$ cat src/core/ofc_consts.vh
`ifndef OFC_CONSTS_VH
`define OFC_CONSTS_VH

// ----------------------------------------------------------------
// Register byte offsets
// ----------------------------------------------------------------
`define OFC_ADDR_CTRL 8'h00
`define OFC_ADDR_OFFDLY 8'h04
`define OFC_ADDR_LEB 8'h08
`define OFC_ADDR_DEAD 8'h0C
`define OFC_ADDR_STATUS 8'h10
`define OFC_ADDR_ONTIME 8'h14

// ----------------------------------------------------------------
// Field positions
// ----------------------------------------------------------------
`define OFC_CTRL_RUN 0
`define OFC_ST_PHASE_LO 0
`define OFC_ST_PHASE_HI 1
`define OFC_ST_OFFMODE 2
`define OFC_ST_FRONT_LO 3
`define OFC_ST_FRONT_HI 4
`define OFC_ST_TIMER 5
`define OFC_ST_REUSE 6

// ----------------------------------------------------------------
// Reset values
// ----------------------------------------------------------------
`define OFC_RST_CTRL 1'b1
`define OFC_RST_OFFDLY 16'h0FA0
`define OFC_RST_LEB 8'h04
`define OFC_RST_DEAD 8'h04

// ----------------------------------------------------------------
// Timing
// ----------------------------------------------------------------
`define OFC_CLK_PERIOD_NS 50
`define OFC_STEP_NS 10
`define OFC_SOFTSTART_CYC 16'h0400

// ----------------------------------------------------------------
// Front-stage output states
// ----------------------------------------------------------------
`define OFC_FS_PULLDOWN 2'h0
`define OFC_FS_REFERENCE 2'h1
`define OFC_FS_BYPASS 2'h2

`endif

$ cat src/core/ofc_offmode_fsm.v
`timescale 1ns/1ps
`include "ofc_consts.vh"

module ofc_offmode_fsm #(
    parameter SOFTSTART_CYC = `OFC_SOFTSTART_CYC
) (
    // Clock and reset
    input wire clk,
    input wire reset,
    // Comparator levels
    input wire feedbackBelowOff,
    input wire supplyBelowLow,
    input wire supplyAboveStart,
    // Status
    output reg [1:0] phase_reg,
    output reg offMode_reg,
    output reg pullupConnect_reg,
    output reg selfSupplyOn_reg,
    output reg startupDone_reg
);

    // Startup phases
    localparam WAIT_SUPPLY = 2'd0;
    localparam SOFT_START = 2'd1;
    localparam RUNNING = 2'd2;
    localparam OFF_MODE = 2'd3;

    reg [1:0] phase_next;
    reg [15:0] softCnt_reg;

    // ----------------------------------------------------------------
    // Phase sequencing
    // ----------------------------------------------------------------
    always @* begin
        phase_next = phase_reg;
        case (phase_reg)
            WAIT_SUPPLY: begin
                if (supplyAboveStart) begin
                    phase_next = SOFT_START;
                end
            end
            SOFT_START: begin
                if (softCnt_reg == SOFTSTART_CYC[15:0]) begin
                    phase_next = RUNNING;
                end
            end
            RUNNING: begin
                // Both conditions in the same cycle, never one alone
                if (feedbackBelowOff && supplyBelowLow) begin
                    phase_next = OFF_MODE;
                end
            end
            OFF_MODE: begin
                // Release means a full restart from supply ramp-up
                if (!feedbackBelowOff) begin
                    phase_next = WAIT_SUPPLY;
                end
            end
            default: begin
                phase_next = WAIT_SUPPLY;
            end
        endcase
    end

    // State and side outputs
    always @(posedge clk) begin
        if (reset) begin
            phase_reg <= WAIT_SUPPLY;
            softCnt_reg <= 16'h0000;
            offMode_reg <= 1'b0;
            pullupConnect_reg <= 1'b1;
            selfSupplyOn_reg <= 1'b0;
            startupDone_reg <= 1'b0;
        end else begin
            phase_reg <= phase_next;
            if (phase_reg == SOFT_START) begin
                softCnt_reg <= softCnt_reg + 16'h0001;
            end else begin
                softCnt_reg <= 16'h0000;
            end
            offMode_reg <= (phase_next == OFF_MODE);
            pullupConnect_reg <= (phase_next != OFF_MODE);
            startupDone_reg <= (phase_next == RUNNING);
            // Self-supply hysteresis keeps the phase state alive
            if (phase_next != OFF_MODE) begin
                selfSupplyOn_reg <= 1'b0;
            end else if (supplyBelowLow) begin
                selfSupplyOn_reg <= 1'b1;
            end else if (supplyAboveStart) begin
                selfSupplyOn_reg <= 1'b0;
            end
        end
    end

endmodule // ofc_offmode_fsm

$ cat src/core/ofc_ontime.v
`timescale 1ns/1ps
`include "ofc_consts.vh"

module ofc_ontime #(
    parameter CNT_W = 12
) (
    // Clock and reset
    input wire clk,
    input wire reset,
    // Control
    input wire enable,
    input wire [7:0] lebCycles,
    input wire [7:0] deadCycles,
    input wire onTimeCmp,
    // Drives and status
    output reg upperDrive_reg,
    output reg lowerDrive_reg,
    output reg reuse_reg,
    output reg [CNT_W-1:0] lastOnTime_reg
);

    // Switching phases
    localparam DEAD_A = 2'd0;
    localparam UPPER = 2'd1;
    localparam DEAD_B = 2'd2;
    localparam LOWER = 2'd3;

    // One count per step, never below one clock
    localparam STEP_RAW = (`OFC_STEP_NS + `OFC_CLK_PERIOD_NS - 1) / `OFC_CLK_PERIOD_NS;
    localparam STEP_CYC = (STEP_RAW < 1) ? 1 : STEP_RAW;

    reg [1:0] phase_reg;
    reg [CNT_W-1:0] onCnt_reg;
    reg [7:0] timer_reg;
    reg [7:0] stepCnt_reg;
    wire stepTick;
    wire blanked;
    wire cntMax;

    assign stepTick = (stepCnt_reg == STEP_CYC[7:0] - 8'd1);
    assign blanked = (timer_reg < lebCycles);
    assign cntMax = (onCnt_reg == {CNT_W{1'b1}});

    // ----------------------------------------------------------------
    // Measure on upper, replay on lower
    // ----------------------------------------------------------------
    always @(posedge clk) begin
        if (reset) begin
            phase_reg <= DEAD_A;
            onCnt_reg <= {CNT_W{1'b0}};
            timer_reg <= 8'h00;
            stepCnt_reg <= 8'h00;
            upperDrive_reg <= 1'b0;
            lowerDrive_reg <= 1'b0;
            reuse_reg <= 1'b0;
            lastOnTime_reg <= {CNT_W{1'b0}};
        end else if (!enable) begin
            phase_reg <= DEAD_A;
            onCnt_reg <= {CNT_W{1'b0}};
            timer_reg <= 8'h00;
            stepCnt_reg <= 8'h00;
            upperDrive_reg <= 1'b0;
            lowerDrive_reg <= 1'b0;
        end else begin
            stepCnt_reg <= stepTick ? 8'h00 : stepCnt_reg + 8'h01;
            case (phase_reg)
                DEAD_A: begin
                    timer_reg <= timer_reg + 8'h01;
                    if (timer_reg >= deadCycles) begin
                        phase_reg <= UPPER;
                        upperDrive_reg <= 1'b1;
                        onCnt_reg <= {CNT_W{1'b0}};
                        timer_reg <= 8'h00;
                        stepCnt_reg <= 8'h00;
                    end
                end
                UPPER: begin
                    if (blanked) begin
                        // Comparator ignored while switching noise settles
                        timer_reg <= timer_reg + 8'h01;
                    end
                    if (stepTick && !cntMax) begin
                        onCnt_reg <= onCnt_reg + {{(CNT_W-1){1'b0}}, 1'b1};
                    end
                    if (!blanked && onTimeCmp && timer_reg == lebCycles && lastOnTime_reg != {CNT_W{1'b0}}) begin
                        // Already tripped at blank end: sense out of balance
                        onCnt_reg <= lastOnTime_reg;
                        reuse_reg <= 1'b1;
                        phase_reg <= DEAD_B;
                        upperDrive_reg <= 1'b0;
                        timer_reg <= 8'h00;
                    end else if ((!blanked && onTimeCmp) || cntMax) begin
                        lastOnTime_reg <= onCnt_reg;
                        // No step on the trip edge, so lower time equals upper time
                        onCnt_reg <= onCnt_reg;
                        reuse_reg <= 1'b0;
                        phase_reg <= DEAD_B;
                        upperDrive_reg <= 1'b0;
                        timer_reg <= 8'h00;
                    end else if (!blanked) begin
                        // Marks that a trip now comes after blank end
                        timer_reg <= lebCycles + 8'h01;
                    end
                end
                DEAD_B: begin
                    timer_reg <= timer_reg + 8'h01;
                    if (timer_reg >= deadCycles) begin
                        phase_reg <= LOWER;
                        lowerDrive_reg <= 1'b1;
                        stepCnt_reg <= 8'h00;
                    end
                end
                LOWER: begin
                    // Same count replayed down gives symmetric duty
                    if (onCnt_reg == {CNT_W{1'b0}}) begin
                        lowerDrive_reg <= 1'b0;
                        phase_reg <= DEAD_A;
                        timer_reg <= 8'h00;
                    end else if (stepTick) begin
                        onCnt_reg <= onCnt_reg - {{(CNT_W-1){1'b0}}, 1'b1};
                    end
                end
                default: begin
                    phase_reg <= DEAD_A;
                end
            endcase
        end
    end

endmodule // ofc_ontime

$ cat src/core/ofc_top.v
// Behaviour
// - Off-mode needs low feedback and low supply
// - Feedback release restarts via supply ramp, soft-start
// - Self-supply cycles in off-mode, state kept
// - Feedback pull-up off during off-mode
// - Skip pin only adjusts skip threshold
// - Front-stage output pulled down before startup
// - Pull-down in off-mode or self-supplied protection
// - Enable high gives limited reference level
// - Enable low gives bypass from supply
// - Turn-off request waits for delay timer
// - Delay timer counts up, clears on turn-on
// - Current limited while bypass active
// - Comparator ends upper; lower replays on-time
// - On-time measured in one-clock (50 ns) steps
// - Comparator blanked after upper turn-on
// - Dead time, lower on, count down
// - Stuck comparator reuses last valid on-time
`timescale 1ns/1ps
`include "ofc_consts.vh"

module ofc_top #(
    parameter CNT_W = 12,
    parameter SOFTSTART_CYC = `OFC_SOFTSTART_CYC
) (
    // Clock and reset
    input wire clk,
    input wire reset,
    // Wishbone slave
    input wire wb_cyc_i,
    input wire wb_stb_i,
    input wire wb_we_i,
    input wire [7:0] wb_adr_i,
    input wire [3:0] wb_sel_i,
    input wire [31:0] wb_dat_i,
    output reg [31:0] wb_dat_o,
    output reg wb_ack_o,
    // Comparator inputs
    input wire feedbackBelowOff,
    input wire supplyBelowLow,
    input wire supplyAboveStart,
    input wire onTimeCmp,
    input wire protectSelfSupply,
    input wire frontStageEnable,
    input wire skipThresholdPin,
    // Front-stage supply output
    output reg frontPullDown,
    output reg frontReference,
    output reg frontBypass,
    output reg frontCurrentLimit,
    // Off-mode and supply
    output wire offModeActive,
    output wire feedbackPullup,
    output wire selfSupplyOn,
    output reg skipEntryAdjust,
    // Half-bridge drives
    output wire upperDrive,
    output wire lowerDrive
);

    // ----------------------------------------------------------------
    // Declarations
    // ----------------------------------------------------------------
    reg runEnable_reg;
    reg [15:0] offDelay_reg;
    reg [7:0] leb_reg;
    reg [7:0] dead_reg;
    reg [1:0] frontState_reg;
    reg [1:0] frontState_next;
    reg [15:0] offTimer_reg;
    reg timerRun_reg;
    reg [31:0] readData;
    wire [1:0] phase;
    wire startupDone;
    wire reuseOnTime;
    wire [CNT_W-1:0] lastOnTime;
    wire forcePullDown;
    wire busReq;
    wire wrEn;
    wire timerDone;

    // ----------------------------------------------------------------
    // Off-mode and startup sequencing
    // ----------------------------------------------------------------
    ofc_offmode_fsm #(
        .SOFTSTART_CYC(SOFTSTART_CYC)
    ) uOffmode (
        .clk(clk),
        .reset(reset),
        .feedbackBelowOff(feedbackBelowOff),
        .supplyBelowLow(supplyBelowLow),
        .supplyAboveStart(supplyAboveStart),
        .phase_reg(phase),
        .offMode_reg(offModeActive),
        .pullupConnect_reg(feedbackPullup),
        .selfSupplyOn_reg(selfSupplyOn),
        .startupDone_reg(startupDone)
    );

    // ----------------------------------------------------------------
    // On-time modulation
    // ----------------------------------------------------------------
    ofc_ontime #(
        .CNT_W(CNT_W)
    ) uOntime (
        .clk(clk),
        .reset(reset),
        .enable(startupDone & runEnable_reg),
        .lebCycles(leb_reg),
        .deadCycles(dead_reg),
        .onTimeCmp(onTimeCmp),
        .upperDrive_reg(upperDrive),
        .lowerDrive_reg(lowerDrive),
        .reuse_reg(reuseOnTime),
        .lastOnTime_reg(lastOnTime)
    );

    // ----------------------------------------------------------------
    // Skip pin path
    // ----------------------------------------------------------------
    // Skip pin feeds only the skip threshold, never off-mode
    always @(posedge clk) begin
        if (reset) begin
            skipEntryAdjust <= 1'b0;
        end else begin
            skipEntryAdjust <= skipThresholdPin;
        end
    end

    // ----------------------------------------------------------------
    // Front-stage supply output
    // ----------------------------------------------------------------
    // Pull-down outranks the enable input
    assign forcePullDown = !startupDone || offModeActive || protectSelfSupply;
    assign timerDone = (offTimer_reg >= offDelay_reg);

    always @* begin
        frontState_next = frontState_reg;
        case (frontState_reg)
            `OFC_FS_PULLDOWN: begin
                // No delay on leaving pull-down, even when off-mode or protection forced it
                if (!forcePullDown) begin
                    frontState_next = frontStageEnable ? `OFC_FS_REFERENCE : `OFC_FS_BYPASS;
                end
            end
            `OFC_FS_REFERENCE: begin
                if (!frontStageEnable) begin
                    frontState_next = `OFC_FS_BYPASS;
                end
            end
            `OFC_FS_BYPASS: begin
                if (frontStageEnable && timerDone) begin
                    frontState_next = `OFC_FS_REFERENCE;
                end
            end
            default: begin
                frontState_next = `OFC_FS_PULLDOWN;
            end
        endcase
        if (forcePullDown) begin
            frontState_next = `OFC_FS_PULLDOWN;
        end
    end

    // Turn-off delay: counts only upward, clears on turn-on
    always @(posedge clk) begin
        if (reset) begin
            offTimer_reg <= 16'h0000;
            timerRun_reg <= 1'b0;
        end else if (!frontStageEnable || frontState_reg != `OFC_FS_BYPASS) begin
            offTimer_reg <= 16'h0000;
            timerRun_reg <= 1'b0;
        end else begin
            timerRun_reg <= !timerDone;
            if (!timerDone) begin
                offTimer_reg <= offTimer_reg + 16'h0001;
            end
        end
    end

    // Pin controls: pull-down, reference and bypass one-hot; current limit high outside pull-down
    always @(posedge clk) begin
        if (reset) begin
            frontState_reg <= `OFC_FS_PULLDOWN;
            frontPullDown <= 1'b1;
            frontReference <= 1'b0;
            frontBypass <= 1'b0;
            frontCurrentLimit <= 1'b0;
        end else begin
            frontState_reg <= frontState_next;
            frontPullDown <= (frontState_next == `OFC_FS_PULLDOWN);
            frontReference <= (frontState_next == `OFC_FS_REFERENCE);
            frontBypass <= (frontState_next == `OFC_FS_BYPASS);
            // Limit also protects the bypass switch while charging
            frontCurrentLimit <= (frontState_next != `OFC_FS_PULLDOWN);
        end
    end

    // ----------------------------------------------------------------
    // Wishbone register slave
    // ----------------------------------------------------------------
    // Single-cycle answer; ack drops the cycle after it is given
    assign busReq = wb_cyc_i && wb_stb_i && !wb_ack_o;
    assign wrEn = busReq && wb_we_i;

    // Read mux, unmapped addresses read zero
    always @* begin
        readData = 32'h0000_0000;
        case (wb_adr_i)
            `OFC_ADDR_CTRL: begin
                readData[`OFC_CTRL_RUN] = runEnable_reg;
            end
            `OFC_ADDR_OFFDLY: begin
                readData[15:0] = offDelay_reg;
            end
            `OFC_ADDR_LEB: begin
                readData[7:0] = leb_reg;
            end
            `OFC_ADDR_DEAD: begin
                readData[7:0] = dead_reg;
            end
            `OFC_ADDR_STATUS: begin
                readData[`OFC_ST_PHASE_HI:`OFC_ST_PHASE_LO] = phase;
                readData[`OFC_ST_OFFMODE] = offModeActive;
                readData[`OFC_ST_FRONT_HI:`OFC_ST_FRONT_LO] = frontState_reg;
                readData[`OFC_ST_TIMER] = timerRun_reg;
                readData[`OFC_ST_REUSE] = reuseOnTime;
            end
            `OFC_ADDR_ONTIME: begin
                readData[CNT_W-1:0] = lastOnTime;
            end
            default: begin
                readData = 32'h0000_0000;
            end
        endcase
    end

    // Bus handshake and writable registers
    always @(posedge clk) begin
        if (reset) begin
            wb_ack_o <= 1'b0;
            wb_dat_o <= 32'h0000_0000;
            runEnable_reg <= `OFC_RST_CTRL;
            offDelay_reg <= `OFC_RST_OFFDLY;
            leb_reg <= `OFC_RST_LEB;
            dead_reg <= `OFC_RST_DEAD;
        end else begin
            wb_ack_o <= busReq;
            wb_dat_o <= busReq ? readData : 32'h0000_0000;
            if (wrEn) begin
                case (wb_adr_i)
                    `OFC_ADDR_CTRL: begin
                        if (wb_sel_i[0]) begin
                            runEnable_reg <= wb_dat_i[`OFC_CTRL_RUN];
                        end
                    end
                    `OFC_ADDR_OFFDLY: begin
                        if (wb_sel_i[0]) begin
                            offDelay_reg[7:0] <= wb_dat_i[7:0];
                        end
                        if (wb_sel_i[1]) begin
                            offDelay_reg[15:8] <= wb_dat_i[15:8];
                        end
                    end
                    `OFC_ADDR_LEB: begin
                        if (wb_sel_i[0]) begin
                            leb_reg <= wb_dat_i[7:0];
                        end
                    end
                    `OFC_ADDR_DEAD: begin
                        if (wb_sel_i[0]) begin
                            dead_reg <= wb_dat_i[7:0];
                        end
                    end
                    default: begin
                        // Read-only or unmapped: write ignored, still acked
                    end
                endcase
            end
        end
    end

endmodule // ofc_top

$ cat config.mk
export PLATFORM = sky130hd
export DESIGN_NAME = ofc_top
export DESIGN_NICKNAME = d
export VERILOG_FILES = /design/src/core/ofc_offmode_fsm.v /design/src/core/ofc_ontime.v /design/src/core/ofc_top.v
export VERILOG_INCLUDE_DIRS = /design/src /design/src/core
export SDC_FILE = /design/constraint.sdc
export NUM_CORES = 1
export LEC_CHECK = 0
export ABC_AREA = 1
export BUFFER_PORTS_ARGS = -buffer_cell sky130_fd_sc_hd__buf_4
export CAP_MARGIN = 5
export CORE_MARGIN = 2
export CORE_UTILIZATION = 45
export DETAILED_ROUTE_END_ITERATION = 6
export PLACE_DENSITY_LB_ADDON = 0.08
export SYNTH_ARGS = -nofsm -noshare
export SYNTH_HDL_FRONTEND = slang
export SYNTH_HIERARCHICAL = 1
export SYNTH_SLANG_ARGS = --single-unit
$ cat constraint.sdc
create_clock -name clk -period 3.34 [get_ports clk]
set_input_delay 0.167 -clock clk [delete_from_list [all_inputs] [get_ports clk]]
set_output_delay 0.167 -clock clk [all_outputs]
set_load 0.01 [all_outputs]
== Word level (Yosys, flattened, before mapping) ==
Cells that the tools add are included.

* Register bits after elaboration: 157
* Input bits: 56
* Output and inout port bits: 43
* Logic and storage cells: 173

* Add/subtract/negate cells: 7
* Magnitude comparators: 3
* Equal/unequal tests: 30
* Muxes and demuxes: 45
* Bitwise operators: 6
* Reduce and logical (&&, ||, !) cells: 51

{| class="wikitable"
|+ Operators by type and width
! operator !! count
|-
| $mux 12 || 6
|-
| $mux 8 || 8
|-
| $pmux 12 s3 || 1
|-
| $add 16x1->16 const B || 2
|-
| $pmux 8 s4 || 1
|-
| $pmux 6 s5 || 1
|-
| $mux 2 || 13
|-
| $add 8x1->8 const B || 3
|-
| $reduce_and 3->1 || 8
|-
| $eq 16x11->1 const B || 1
|-
| $eq 2x2->1 const B || 8
|-
| $eq 8x4->1 const B || 2
|-
| $eq 8x5->1 const B || 2
|-
| $ge 16x16->1 || 1
|-
| $logic_not 8->1 || 2
|-
| $pmux 2 s4 || 2
|-
| $add 12x1->12 const B || 1
|-
| $eq 12x12->1 const B || 1
|-
| $logic_not 12->1 || 1
|-
| $reduce_bool 12->1 || 1
|-
| $reduce_or 2->1 || 6
|-
| $sub 12x1->12 const B || 1
|-
| $reduce_bool 2->1 || 5
|-
| $logic_and 1x1->1 || 9
|-
| 24 further kinds || 56
|}

== Depth between registers and ports, before layout ==
* Depth after elaboration: 7
* Mapped depth: 18

== Modules after synthesis ==
Netlist, hierarchy kept.

{| class="wikitable"
|+ By module, submodules not included
! module !! instances !! cells an instance !! area each (um2)
|-
| ofc_ontime || 1 || 618 || 3895.0
|-
| ofc_top || 1 || 494 || 3613.5
|-
| ofc_offmode_fsm || 1 || 175 || 1124.8
|}

== Worst setup path before layout ==
OpenSTA, ideal clock, no wires.

* Path type: reg-to-reg
* Start: reg leb_reg[7]
* End: reg uOntime.onCnt_reg[1]
* Library setup time: 113 ps
* Data arrival time: 1888 ps
* Setup slack: 1340 ps
* Cell stages (with the launch flop): 14
* Path buffers: 2
* Path through: dfxtp_1 inv_1 ha_1 a21o_1 nor2_4 nand2_4 buf_6 nand2_4 nand3_4 nand2_4 nand3_4 buf_4 nor2_1 nor2_1

* Cells in the longest elaborated chain, start to end: 7

{| class="wikitable"
|+ Ends and longest elaborated chain
! element !! RTL line !! text
|-
| start: declaration || ofc_top.v:66 || <nowiki>reg [7:0] leb_reg;</nowiki>
|-
| start signal: assignment || ofc_top.v:245 || <nowiki>leb_reg <= `OFC_RST_LEB;</nowiki>
|-
| start signal: assignment || ofc_top.v:267 || <nowiki>leb_reg <= wb_dat_i[7:0];</nowiki>
|-
| $lt 8x8->1 || ofc_ontime.v:41 || <nowiki>assign blanked = (timer_reg < lebCycles);</nowiki>
|-
| $logic_not 1->1 || ofc_ontime.v:85, ofc_ontime.v:92 ||
|-
| $logic_and 1x1->1 || ofc_ontime.v:85, ofc_ontime.v:92 ||
|-
| $logic_and 1x1->1 (2 in a row) || ofc_ontime.v:85 || <nowiki>if (!blanked && onTimeCmp && timer_reg == lebCycles && lastOnTime_reg != {CNT_W{1'b0}}) begin</nowiki>
|-
| $ne 3x1->1 (no source line), or another cell as far along || n/a ||
|-
| $reduce_and 6->1 (no source line) or $pmux 12 s3 (tied branches) || n/a ||
|-
| end signal: assignment || ofc_ontime.v:83 || <nowiki>onCnt_reg <= onCnt_reg + {{(CNT_W-1){1'b0}}, 1'b1};</nowiki>
|-
| end signal: assignment || ofc_ontime.v:87 || <nowiki>onCnt_reg <= lastOnTime_reg;</nowiki>
|-
| end signal: assignment || ofc_ontime.v:95 || <nowiki>onCnt_reg <= onCnt_reg;</nowiki>
|-
| end: declaration || ofc_ontime.v:33 || <nowiki>reg [CNT_W-1:0] onCnt_reg;</nowiki>
|}

Several ways; a longest one is shown, not always the timed one.
A chain may end at the register's enable or synchronous reset.

== Final worst setup path ==
* Start: reg leb_reg[6]
* End: reg uOntime.onCnt_reg[3]

Same word-level chain as after synthesis.

==> results.sh <==
export IMPL_design_area_mm2=0.00989
export IMPL_fp_coreArea_mm2=0.0188
export IMPL_ff_latch_area_mm2=0.00282
export IMPL_timing_final_ws_setup_ns=0.787
export IMPL_port_buffers=64
export IMPL_dpl_cell_area_mm2=0.00916
export IMPL_die_area_mm2=0.0203
export IMPL_yosysWarnings=6
export IMPL_min_period_over_period_pct=76.4
export IMPL_end_kind="flip-flop"
export IMPL_peakVddDrop_uv=322
export IMPL_tightestPinTransition_ns=0.568
export IMPL_crit_fanout=24
export IMPL_rows=50
export IMPL_yosys_top_cells_area="dfxtp_1, nand2_1, inv_1"
export IMPL_min_path_type="input port to flip-flop"
export IMPL_start_util_pct=46.0
export IMPL_path_clk_slew_ns=0.07
export IMPL_nets=1456
export IMPL_grt_util_all_layers_pct=22.0
export IMPL_cp_cell_sequence="inv_1, ha_1, nand2_2, nor2_1, nor2_4, nand2_4, nand3_4, nand2_1, inv_2, nand2_4, nand3_4, nor2_1, nor2_1"
export IMPL_crit_path_top_delay_cell="dfxtp_1"
export IMPL_drt_pass1_iterations=5
export IMPL_num_vias=7918
export IMPL_cap_viol_max_count=0
export IMPL_layout_drive_gt1_share_pct=11.6
export IMPL_synth_seq_cells=141
export IMPL_antennaDiodeCount=0
export IMPL_cts_hold_buffers=11
export IMPL_final_cell_mix="nand2_1, inv_1, nor2_1"
export IMPL_fill_cells=1947
export IMPL_synth_area_mm2=0.00863
export IMPL_worst_skew_pair_late_latency_ns=0.44
export IMPL_path_delay_family="simple AND/OR/NAND/NOR gates"
export IMPL_path_common_cell="nor2_1"
export IMPL_post_cts_setup_buffer_count=0
export IMPL_required_ns=3.66
export IMPL_dp_hpwl_um=16200
export IMPL_rsz0062_at_grt="false"
export IMPL_max_slew_margin_pct=62.0
export IMPL_ys_async_sr_fraction_pct=0
export IMPL_synth_xor_area_share_pct=2.33
export IMPL_ant_nets=0
export IMPL_clock_sinks=141
export IMPL_finalMaxSlewViolations=0
export IMPL_drt_iter0_markers=398
export IMPL_synth_edf_count=0
export IMPL_grt_max_degree=29
export IMPL_ctsResizeCount=0
export IMPL_startpoint_type="flip-flop"
export IMPL_post_place_ws_ns=0.813
export IMPL_wl_um=21500
export IMPL_wl_per_cell_um=13.4
export IMPL_crit_arrival_ns=2.87
export IMPL_yosysSeqAreaShare_pct=32.7
export IMPL_drt_drc_violations_left=0
export IMPL_min_period_ns=2.55
export IMPL_grt_pass1_wl_um=35600
export IMPL_p_per_area_mw_per_mm2=387
export IMPL_cts_made_buffers=17
export IMPL_ctsHtreeMaxLevel=4
export IMPL_fp_dieW_um=143
export IMPL_cpPeakStageDelay_ns=0.41
export IMPL_hold_viol=0
export IMPL_antenna_found_initial=0
export IMPL_overflow=0
export IMPL_avgViaCountPerCell=4.95
export IMPL_avgSynthCellArea_um2=6.71
export IMPL_fmax_mhz=392
export IMPL_grt_pass1_vias=7266
export IMPL_synth_compound_area_share_pct=12.4
export IMPL_syn_to_final_growth_pct=14.6
export IMPL_clock_root_buffer="clkbuf_16"
export IMPL_synth_top_cell_area_share_pct=32.7
export IMPL_pin_count=99
export IMPL_leakage_nw=4.65
export IMPL_yosysTopAreaCell="dfxtp_1"
export IMPL_status="complete, no violations"
export IMPL_synth_top_family_by_area="simple AND/OR/NAND/NOR gates"
export IMPL_worst_clock_skew_ns=0.0100
export IMPL_synth_cell_types=51
export IMPL_synth_flop_cell="dfxtp_1"
export IMPL_criticalPathCategory="flip-flop to flip-flop"
export IMPL_final_common_cell="nand2_1"
export IMPL_setup_viol=0
export IMPL_timing_critical_path_buf_inv=2
export IMPL_synthAdderAreaFrac_pct=6.81
export IMPL_synth_simple_area_share_pct=33.2
export IMPL_cts_tree="done"
export IMPL_multiInputGateArea_mm2=0.00479
export IMPL_ctsLongestPathBuffers=2
export IMPL_die_h_um=143
export IMPL_gp_congestion=0.864
export IMPL_synthMuxAreaShare_pct=0
export IMPL_setup_tns_ns=0
export IMPL_syn_inst=1287
[layer usage]
layer | vias to the layer above | wire length (um) | global-route usage, %
met3 | 29 | 963 | 4.78
li1 | 4203 | - | -
met4 | 0 | 430 | 7.45
met2 | 156 | 9570 | 35.1
met1 | 3530 | 10500 | 29.5
met5 | - | 0 | 0
[logic make-up after synthesis]
logic type	count (synthesis)
xor+xnor	23
other cells	1
buf+inv	247
flops	141
compound gates	196
simple gates	632
fa+ha+maj	47
[Yosys cell counts, types with 2 or more instances]
cell and instances:
nand3b_1 5, o22ai_1 7, dfxtp_1 141, buf_4 20, nor3_4 2, nand3_4 3, o211ai_1 10, nand2_4 4
inv_2 10, nand2_2 15, or2_2 5, clkinv_1 2, buf_2 7, nand2_1 301, nand3_1 89, clkbuf_1 9
nand4_1 19, buf_6 9, nor2_4 7, xnor2_1 7, o21bai_1 5, nor2_1 152, nor3b_1 3, inv_1 188
ha_1 47, o21ai_0 67, nor2_2 2, nor3_2 3, xor2_1 16, nor3_1 15, o21ai_1 7, a21oi_1 91
[area by class of cell]
| cell class | instances | area share [%] |
|---|---|---|
| sequential | 141 | 28.5 |
| inverter | 201 | 7.65 |
| multi-input combinational | 914 | 48.4 |
| timing repair buffer | 78 | 6.20 |
| clock buffer | 18 | 4.44 |
| tap | 234 | 2.96 |
| clock inverter | 14 | 1.83 |
[worst reg2reg max path: cells and delay by family, from the launching register on]
| kind | cells | cell delay (ns) |
|---|---|---|
| adders and majority gates | 1 | 0.30 |
| buffers and inverters | 2 | 0.13 |
| DFF | 1 | 0.41 |
| and+or+nand+nor | 10 | 1.61 |
[through the flow]
stage                     hold WS, ns  utilization, %  std cells  total power, mW
after floorplan                 0.236               -       1302             1.79
after global placement          0.367            48.8       1557             1.83
after detailed placement        0.383            48.8       1557             1.83
after CTS                      0.0161            52.7       1600             3.88
after global routing           0.0266            52.7       1600             3.96
final                          0.0276            52.7       1600             3.83
[power breakdown]
part / switching (mW) / internal, mW
Sequential: 0.00270 / 1.68
Combinational: 0.0639 / 0.0508
Clock: 0.819 / 1.21
Total: 0.885 / 2.95
[final timing paths]
check | cells past startpoint | from | slack, ns | endpoint
worst max-delay path | 13 | leb_reg[6]$_SDFFE_PP0P_ | 0.79 | uOntime/onCnt_reg[3]$_SDFFE_PP0P_
worst min-delay path | 3 | wb_dat_i[13] | 0.03 | offDelay_reg[13]$_SDFFE_PP0P_
worst max register to register | 13 | leb_reg[6]$_SDFFE_PP0P_ | 0.79 | uOntime/onCnt_reg[3]$_SDFFE_PP0P_
worst min register to register | 2 | uOntime/upperDrive_reg$_SDFFE_PP0P_ | 0.44 | uOntime/upperDrive_reg$_SDFFE_PP0P_
No activity file was read; power rests on OpenSTA's default activity.
